## src/inc/frt_pkg.sv

```systemverilog
package frt_pkg;

	localparam logic [15:0] FRT_RESET_COUNT = 16'hFFFC;
	localparam logic [15:0] FRT_MAX_COUNT   = 16'hFFFF;
	localparam logic [1:0]  FRT_SEL_DIV2    = 2'h0;
	localparam logic [1:0]  FRT_SEL_DIV4    = 2'h1;
	localparam logic [1:0]  FRT_SEL_DIV8    = 2'h2;
	localparam logic [1:0]  FRT_SEL_EXT     = 2'h3;
	localparam logic [2:0]  FRT_DIV2_MASK   = 3'h1;
	localparam logic [2:0]  FRT_DIV4_MASK   = 3'h3;
	localparam logic [2:0]  FRT_DIV8_MASK   = 3'h7;
	localparam int          FRT_SYNC_STAGES = 2;

	// Byte access strobes from the CPU side, one cycle each
	typedef struct packed {
		logic rd_high;
		logic rd_low;
		logic wr_low;
		logic rd_alt_high;
		logic rd_alt_low;
		logic wr_alt_low;
		logic rd_flags;
	} frt_access_t;

	// Configuration bits
	typedef struct packed {
		logic [1:0] clock_select;
		logic       ext_edge_rising;
		logic       overflow_irq_enable;
		logic       cpu_irq_mask;
		logic       halt_mode;
		logic       ext_pin_bonded;
	} frt_config_t;

	typedef enum logic [1:0] {
		FRT_RD_IDLE   = 2'b01,
		FRT_RD_LATCHD = 2'b10
	} frt_rd_state_t;

endpackage : frt_pkg

```

## src/design/frt_timer_core.sv

```systemverilog
`timescale 1ns/1ps
`default_nettype none
// How it works
// Tick divides CPU clock by 2, 4, 8
// Sixteen bit up-counter advances per tick
// Two views; only main low clears flag
// Low byte write forces FFFCh
// Reset value FFFCh, only value loaded
// Software reads high byte first, latching low
// Buffered low byte frozen until low read
// Lone low read returns live byte
// Wrap FFFFh to 0000h sets overflow flag
// Request needs flag, enable, mask clear
// Flag clears after status read, low access
// Idle mode keeps counting
// Halt freezes counter, resumes on interrupt
// Select both ones uses external pin
// Edge select picks rising or falling
// Updates synchronised to CPU clock
// External edges spaced four CPU clocks
// Unbonded timer input reads as one
// Two instances stay in step after reset
// Tick strobe and count given to functions
module frt_timer_core (
	input  wire logic                 CLK,
	input  wire logic                 NRST,
	input  wire frt_pkg::frt_config_t CONFIG,
	input  wire frt_pkg::frt_access_t ACCESS,
	input  wire logic                 EXT_TIMER_CLOCK_PIN,
	output logic [7:0]                COUNT_HIGH_BYTE,
	output logic [7:0]                COUNT_LOW_BYTE,
	output logic [7:0]                ALT_COUNT_HIGH_BYTE,
	output logic [7:0]                ALT_COUNT_LOW_BYTE,
	output logic                      OVERFLOW_FLAG,
	output logic                      OVERFLOW_IRQ,
	output logic                      TIMER_TICK,
	output logic [15:0]               COUNT_VALUE
);
	import frt_pkg::*;

	logic [15:0]   count_r;
	logic [15:0]   count_nxt;
	logic [7:0]    low_buf_r;
	logic [7:0]    low_buf_nxt;
	frt_rd_state_t rd_state_r;
	frt_rd_state_t rd_state_nxt;
	logic          flag_r;
	logic          flag_nxt;
	logic          armed_r;
	logic          armed_nxt;
	logic          tick;
	logic          wrap;
	logic          any_high_rd;
	logic          any_low_rd;
	logic          low_wr;
	logic          main_low_acc;

	frt_tick_gen u_tick (
		.CLK             (CLK),
		.NRST            (NRST),
		.CLOCK_SELECT    (CONFIG.clock_select),
		.EXT_EDGE_RISING (CONFIG.ext_edge_rising),
		.EXT_PIN         (EXT_TIMER_CLOCK_PIN),
		.EXT_PIN_BONDED  (CONFIG.ext_pin_bonded),
		.HALT_MODE       (CONFIG.halt_mode),
		.TICK            (tick)
	);

	assign any_high_rd  = ACCESS.rd_high | ACCESS.rd_alt_high;
	assign any_low_rd   = ACCESS.rd_low | ACCESS.rd_alt_low;
	assign low_wr       = ACCESS.wr_low | ACCESS.wr_alt_low;
	assign main_low_acc = ACCESS.rd_low | ACCESS.wr_low;
	assign wrap         = tick & (count_r == FRT_MAX_COUNT);

	// Counter
	always_comb begin
		count_nxt = count_r;
		if (low_wr) begin
			count_nxt = FRT_RESET_COUNT;
		end else if (tick) begin
			count_nxt = count_r + 16'h0001;
		end
	end

	// Sixteen bit read sequencing, shared by both views
	always_comb begin
		rd_state_nxt = rd_state_r;
		low_buf_nxt  = low_buf_r;
		case (rd_state_r)
			FRT_RD_IDLE: begin
				if (any_high_rd) begin
					rd_state_nxt = FRT_RD_LATCHD;
					low_buf_nxt  = count_r[7:0];
				end
			end
			FRT_RD_LATCHD: begin
				if (any_low_rd) begin
					rd_state_nxt = FRT_RD_IDLE;
				end
			end
			default: begin
				rd_state_nxt = FRT_RD_IDLE;
			end
		endcase
	end

	// Overflow flag with two-step clear; set wins
	always_comb begin
		flag_nxt  = flag_r;
		armed_nxt = armed_r;
		if (ACCESS.rd_flags && flag_r) begin
			armed_nxt = 1'b1;
		end
		if (main_low_acc && armed_r) begin
			flag_nxt  = 1'b0;
			armed_nxt = 1'b0;
		end
		if (wrap) begin
			flag_nxt = 1'b1;
		end
		if (!flag_nxt) begin
			armed_nxt = 1'b0;
		end
	end

	always_ff @(posedge CLK or negedge NRST) begin
		if (!NRST) begin
			count_r    <= FRT_RESET_COUNT;
			low_buf_r  <= 8'h00;
			rd_state_r <= FRT_RD_IDLE;
			flag_r     <= 1'b0;
			armed_r    <= 1'b0;
		end else begin
			count_r    <= count_nxt;
			low_buf_r  <= low_buf_nxt;
			rd_state_r <= rd_state_nxt;
			flag_r     <= flag_nxt;
			armed_r    <= armed_nxt;
		end
	end

	// Read data: low byte frozen while latched, live otherwise
	always_comb begin
		COUNT_HIGH_BYTE     = count_r[15:8];
		ALT_COUNT_HIGH_BYTE = count_r[15:8];
		if (rd_state_r == FRT_RD_LATCHD) begin
			COUNT_LOW_BYTE = low_buf_r;
		end else begin
			COUNT_LOW_BYTE = count_r[7:0];
		end
		ALT_COUNT_LOW_BYTE = COUNT_LOW_BYTE;
	end

	assign OVERFLOW_FLAG = flag_r;
	assign OVERFLOW_IRQ  = flag_r & CONFIG.overflow_irq_enable & ~CONFIG.cpu_irq_mask;
	assign TIMER_TICK    = tick;
	assign COUNT_VALUE   = count_r;
endmodule : frt_timer_core
`default_nettype wire

```

## src/design/frt_tick_gen.sv

```systemverilog
`timescale 1ns/1ps
`default_nettype none
module frt_tick_gen (
	input  wire logic                 CLK,
	input  wire logic                 NRST,
	input  wire logic [1:0]           CLOCK_SELECT,
	input  wire logic                 EXT_EDGE_RISING,
	input  wire logic                 EXT_PIN,
	input  wire logic                 EXT_PIN_BONDED,
	input  wire logic                 HALT_MODE,
	output logic                      TICK
);
	import frt_pkg::*;

	logic [2:0] prescale_r;
	logic [2:0] prescale_nxt;
	logic       sync1_r;
	logic       sync2_r;
	logic       ext_prev_r;
	logic       ext_prev_nxt;
	logic       ext_level;
	logic [2:0] div_mask;
	logic       ext_edge;

	// Unbonded pin reads as one
	assign ext_level = EXT_PIN_BONDED ? EXT_PIN : 1'b1;

	always_comb begin
		case (CLOCK_SELECT)
			FRT_SEL_DIV2: div_mask = FRT_DIV2_MASK;
			FRT_SEL_DIV4: div_mask = FRT_DIV4_MASK;
			default:      div_mask = FRT_DIV8_MASK;
		endcase
	end

	always_comb begin
		prescale_nxt = HALT_MODE ? prescale_r : prescale_r + 3'h1;
		ext_prev_nxt = sync2_r;
		ext_edge     = EXT_EDGE_RISING ? (sync2_r & ~ext_prev_r) : (~sync2_r & ext_prev_r);
		if (HALT_MODE) begin
			TICK = 1'b0;
		end else if (CLOCK_SELECT == FRT_SEL_EXT) begin
			TICK = ext_edge;
		end else begin
			TICK = ((prescale_r & div_mask) == div_mask);
		end
	end

	always_ff @(posedge CLK or negedge NRST) begin
		if (!NRST) begin
			prescale_r <= 3'h0;
			sync1_r    <= 1'b1;
			sync2_r    <= 1'b1;
			ext_prev_r <= 1'b1;
		end else begin
			prescale_r <= prescale_nxt;
			sync1_r    <= ext_level;
			sync2_r    <= sync1_r;
			ext_prev_r <= ext_prev_nxt;
		end
	end
endmodule : frt_tick_gen
`default_nettype wire

```

## config.mk

```make
export PLATFORM = sky130hd
export DESIGN_NAME = frt_timer_core
export DESIGN_NICKNAME = d
export VERILOG_FILES = /design/src/inc/frt_pkg.sv /design/src/design/frt_timer_core.sv /design/src/design/frt_tick_gen.sv
export SDC_FILE = /design/constraint.sdc
export NUM_CORES = 1
export LEC_CHECK = 0
export ABC_AREA = 0
export BUFFER_PORTS_ARGS = -buffer_cell sky130_fd_sc_hd__buf_2
export CAP_MARGIN = 30
export CORE_UTILIZATION = 53
export DETAILED_ROUTE_END_ITERATION = 12
export GPL_TIMING_DRIVEN = 0
export PLACE_DENSITY = 0.84
export SLEW_MARGIN = 0
export SYNTH_ARGS = -nofsm -noshare
export SYNTH_HDL_FRONTEND = slang
export SYNTH_SLANG_ARGS = --single-unit
```

## constraint.sdc

```tcl
create_clock -name CLK -period 4.04 [get_ports CLK]
set_input_delay 0 -clock CLK [delete_from_list [all_inputs] [get_ports CLK]]
set_output_delay 0 -clock CLK [all_outputs]
set_load 0.005 [all_outputs]
```

# Yosys cells after proc, flatten, opt, wreduce, memory -nomap -nowiden
# Index checks and enable logic that the tools add are counted.
totals:
  reg_bits: 34
  inputBits: 17
  out_inout_bits: 51
  word_cells: 55
classes:
  n_addsub: 2
  n_eq_ne: 9
  muxes: 16
  n_bitwise: 13
  reduce_logical: 6
op_table:
  columns: ["cell", "count"]
  rows:
  - ["16-bit two-way mux", 2]
  - ["16-bit by 1-bit adder with 16-bit output (second input constant)", 1]
  - ["16-bit equality test (second input constant)", 1]
  - ["1-bit two-way mux", 9]
  - ["8-bit two-way mux", 1]
  - ["3-bit one-hot mux with 2 select lines", 1]
  - ["1-bit AND", 5]
  - ["2-bit by 1-bit equality test with 1-bit output (second input constant)", 2]
  - ["2-bit equality test (second input constant)", 2]
  - ["2-bit two-way mux", 2]
  - ["2-bit != test (second input constant)", 2]
  - ["1-bit bitwise OR", 4]
  - ["2-bit one-hot mux with 2 select lines", 1]
  - ["2-bit AND reduction", 2]
  - ["3-bit by 1-bit adder with 3-bit output (second input constant)", 1]
  - ["3-bit AND", 1]
  - ["3-bit equality test", 1]
  - ["3-bit by 1-bit != test with 1-bit output (second input constant)", 1]
  - ["1-bit NOT", 3]
  - ["1-bit logical AND", 2]
  - ["2-bit zero test", 1]
  - ["2-bit nonzero test", 1]

# Depth between registers and ports, before layout
logic_depth:
  depth_word: 9
  depth_mapped: 7
  ltp_nobuf: 6

# Cells and area by module
# From an unflattened synthesis, not the netlist that was laid out.
unflattened:
  hier_cells: 168
  area_unflattened_um2: 1830.5
modules_own_cells:
  columns: ["module", "n_inst", "cells_each", "area_each_um2", "seq_area_each_um2"]
  rows:
  - ["frt_timer_core", 1, 149, 1565.3, 719.4]
  - ["frt_tick_gen", 1, 19, 265.3, 153.9]

# Least setup slack after synthesis
# Ideal clock, no wire load.
synth_timing:
  path_kind: "register -> register"
  start: "reg u_tick.ext_prev_r"
  end: "reg count_r[12], in the netlist COUNT_VALUE[12]"
  setup_ns: 0.064
  arrival_time_ns: 1.845
  required_ns: 3.976
  setup_slack_ns: 2.131
  path_stages_with_launch: 6
  n_path_buf: 0
  period_less_slack_ns: 1.909
  path_cell_list: "dfstp_2 -> or3b_4 -> a2111oi_4 -> a21oi_2 -> or4_1 -> nand3_1"
synth_via:
  elab_chain_len: 6
  elab_cells_between_ends: 7
  classes_between: "3 x mux; 3 x bitwise; 1 x reduce/logical"
synth_lines:
  columns: ["element", "line", "rtl"]
  rows:
  - ["from (decl)", "frt_tick_gen.sv:19", "logic ext_prev_r;"]
  - ["from (signal assigned)", "frt_tick_gen.sv:59", "ext_prev_r <= ext_prev_nxt;"]
  - ["1-bit NOT", "frt_tick_gen.sv:39", "ext_edge = EXT_EDGE_RISING ? (sync2_r & ~ext_prev_r) : (~sync2_r & ext_prev_r);"]
  - ["1-bit AND", "frt_tick_gen.sv:39", null]
  - ["1-bit two-way mux (*)", "frt_tick_gen.sv:39", null]
  - ["1-bit two-way mux (*)", "frt_tick_gen.sv:42", "end else if (CLOCK_SELECT == FRT_SEL_EXT) begin"]
  - ["1-bit two-way mux (*)", "frt_tick_gen.sv:40", "if (HALT_MODE) begin"]
  - ["2-bit nonzero test (no source line) (*)", null, null]
  - ["to (signal assigned)", "frt_timer_core.sv:134", "count_r <= count_nxt;"]
  - ["to (decl)", "frt_timer_core.sv:41", "logic [15:0] count_r;"]
# Mark *: on every way between the ends. The rest lies on a longest branch, timed or not.
# A chain may end at the register's enable or synchronous reset.

# Worst setup path in the final report
layout_timing:
  start: "reg count_r[4], in the netlist COUNT_VALUE[4]"
  end: "reg armed_r"
layout_via:
  elab_chain_len: 4
  elab_cells_between_ends: 5
  classes_between: "2 x eq/ne; 2 x mux; 1 x bitwise"
layout_lines:
  columns: ["element", "line", "rtl"]
  rows:
  - ["16-bit equality test (*)", "frt_timer_core.sv:73", "assign wrap = tick & (count_r == FRT_MAX_COUNT);"]
  - ["1-bit AND (*)", "frt_timer_core.sv:73", null]
  - ["1-bit two-way mux (*)", "frt_timer_core.sv:118", "if (wrap) begin"]
  - ["3-bit by 1-bit != test with 1-bit output (no source line) / 1-bit two-way mux (equally long branches)", null, null]
  - ["to (signal assigned)", "frt_timer_core.sv:138", "armed_r <= armed_nxt;"]
  - ["to (decl)", "frt_timer_core.sv:49", "logic armed_r;"]
# Marks and branches as above.

==> results.md <==
* CP cell instances: buf_2, and4_1, nand3_1, nor3_1, nand3_1, o21ai_1, dlygate4sd3_1
* Comb pwr share at 22.1%
* CTS H-tree depth at 2
* Layout cells sized above 1 at 52.0%
* Synth top area cells: dfstp_2 25%, dfrtp_1 21%, mux2_2 10%
* Clk_lat worst skew at 330 ps
* CTS tree: yes
* GRT Overall Usage at 23.0%
* NetSw at 0.000214 W
* Crit path max-delay family: simple AND/OR/NAND/NOR gates
* Initial DRC Count at 78
* Max-cap viol count at 0
* Maximum clock rate at 394 MHz
* Cell accounting for the most synthesized area: dfstp_2
* TritonRoute pass-1 iters at 4
* Total core area at 3390 µm²
* Status: complete, no violations
* Pin count of the biggest net entering global routing at 35
* Worst hold-check path type: input port to primary output
* Clk pwr share at 25.5%
* Dpl ws at 2020 ps
* Synth Cell Area at 1890 µm²
* Crit path buf inv count at 2
* Final worst slack at 1500 ps
* CP arrival at 2810 ps
* Number of diodes at 0
* Die width at 61.8 µm
* Post-Syn Area per Cell at 10.4 µm²
* Setup TNS at 0 ps
* Post-Route Skew at 9.44 ps
* EDFF count, synth at 0
* Post-DP HPWL at 2710 µm
* Post-synthesis register bit count at 34
* Setup CP Type: flop to flop
* Worst-path clk slew at 100 ps
* Crit path required time at 4310 ps
* Slew Viols, Final at 0
* CP endpoint kind: flop
* Max clock buf depth at 2
* Slew @ Worst Pin at 878 ps
* Net Count, Synth at 202
* Crit path top cell by count: nand3_1
* Initial Util at 55.9%
* Power Density at 308 nW/µm²
* Net Sw Frac at 28.3%
* Fin util at 72.5%
* Root buffer cell: clkbuf_4
* Post-CTS resize count at 0
* Share of the clock period used by the worst path at 62.8%
* Max incr delay on CP at 550 ps
* Sequential power share at 52.4%
* Rel. slew slack at 41.2%
* Pint at 0.000542 W
* Critical path peak fanout at 9
* Grt total ovfl at 0
* Die height at 61.8 µm
* Vias/cell at 5.10
* CTS buffer count at 5
* Final Hold Fails at 0
* Vias post-DR at 1608
* Nets at 287
* Asr flop ratio synth at 100%
* Register-to-register setup slack at 1500 ps
* Main flop type after synthesis: dfstp_2
* WL/cell at 12.7 µm
* Yosys cell types at 40
* Endpoints failing setup at 0
* GP Congestion at 0.777
* PortBufs at 67
* First-pass GRT wire length at 6280 µm
* Initial antenna violation count at 0
* Final ANT Viol Nets at 0
* Slowest-stage cell, CP: dlygate4sd3_1
* Post-CTS Hold Fix Bufs at 11
* RSZ-0062 raised after global routing: no
* Layout Area Growth over Synthesis at 29.7%
* DRC viols at 0
* Vias in the first global route at 1419
* Synth warn at 0
* LEAKAGE at 1.08 nW
* CTS Sinks at 34
* Synth top area share at 25.0%
* Most numerous cell in the Yosys netlist: buf_4
* Io pins at 68
* Setup bufs post-CTS at 0
* Min cycle time layout at 2540 ps
* Fill cell count at 260
* Row Count at 21
* Worst setup SP type: flop
* Top post-synthesis cells by count: 24 x buf_4, 18 x dfstp_2, 17 x mux2_2
* Gate count after technology mapping at 183
* Peak supply drop at 0.215 mV
* Register area share after synthesis at 46.1%
* DRT Wirelength at 3990 µm
* Die ar. at 3820 µm²
==> final cells by class <==
cell class	instances	area, µm²	area share [%]
plain buffers	28	198	8.04
multi-input cells	117	808	32.9
clock buffers	7	55.1	2.24
well taps	46	57.6	2.34
flip-flops and latches	34	873	35.5
inverters	4	15.0	0.611
repair buffers	78	445	18.1
clock inverters	1	5.00	0.204
==> logic make-up (layout without fill, tap and decap cells) <==
logic type	after synthesis	after routing	share of synthesized area [%]
AO/OA/AOI/OAI	29	29	10.5
buffers and inverters	32	118	11.2
AND/OR/NAND/NOR	64	64	18.4
multiplexers	18	18	10.6
flip-flops	34	34	46.1
XOR/XNOR	4	4	1.85
adder cells (fa/ha/maj)	2	2	1.32
==> per-stage QoR <==
step	area [µm²]	hold WS [ps]	std cells	total power, W
after global routing	2460	242	315	0.000799
after floorplan	1890	-296	183	0.000507
after global placement	2290	94.8	296	0.000549
after detailed placement	2290	93.4	296	0.000554
after CTS	2460	219	315	0.000761
final	2460	217	315	0.000756
==> registers in the layout (all words and copies together), names as in the netlist <==
| signal | cells |
|---|---|
| COUNT_VALUE | 16 |
| low_buf_r | 8 |
| u_tick.prescale_r | 3 |
| rd_state_r | 2 |
| OVERFLOW_FLAG | 1 |
| armed_r | 1 |
| u_tick.ext_prev_nxt | 1 |
| u_tick.ext_prev_r | 1 |
| u_tick.sync1_r | 1 |
==> per-layer routing <==
layer,track usage [%],part of all wire (%),vias up
li1,-,-,802
met1,28.4,43,744
met2,37.8,50,53
met3,5.38,4.9,9
met4,12.1,1.6,0
met5,0,0,-
==> path summary, 6_finish.rpt <==
kind | from | to | depth (start not counted)
max reg2reg | COUNT_VALUE[4] | armed_r | 7
min | CONFIG[2] | OVERFLOW_IRQ | 3
min in group asynchronous | NRST | armed_r | 2
max in group asynchronous | NRST | low_buf_r[3] | 2
max | COUNT_VALUE[4] | armed_r | 7
min reg2reg | u_tick.sync1_r | u_tick.ext_prev_nxt | 0
==> cell usage in the layout, fill, tap and decap left out, types with 2 or more instances in the layout <==
cell,n
a21oi_1,4
a31oi_1,3
and2_1,3
and3_1,4
and4_1,3
buf_2,69
buf_4,24
clkbuf_1,3
clkbuf_4,5
dfrtp_1,16
dfstp_2,18
dlygate4sd3_1,11
ha_1,2
inv_1,3
mux2_2,17
nand2_1,15
nand2b_1,3
nand3_1,9
nand3b_1,2
nand4_1,4
nor2_1,8
nor2b_1,2
nor3_1,3
o21ai_0,7
o21ai_1,4
o31ai_1,3
or3_1,3
or4_1,2
xnor2_1,4
==> power groups by stage <==
stage / registers [W] / logic [W] / clock network [W]
6_report: 0.000396 / 0.000167 / 0.000193
5_1_grt: 0.000400 / 0.000186 / 0.000212
4_1_cts: 0.000396 / 0.000167 / 0.000198
3_5_place_dp: 0.000402 / 0.000152 / 0
3_3_place_gp: 0.000400 / 0.000148 / 0
2_1_floorplan: 0.000397 / 0.000110 / 0
==> worst register-to-register path, cell delays in order, from the launching register on <==
cell and delay [ps]:
dfstp_2 530, buf_2 210, and4_1 250, nand3_1 240
nor3_1 370, nand3_1 180, o21ai_1 150, dlygate4sd3_1 550
Power figures use the tool's default switching activity.
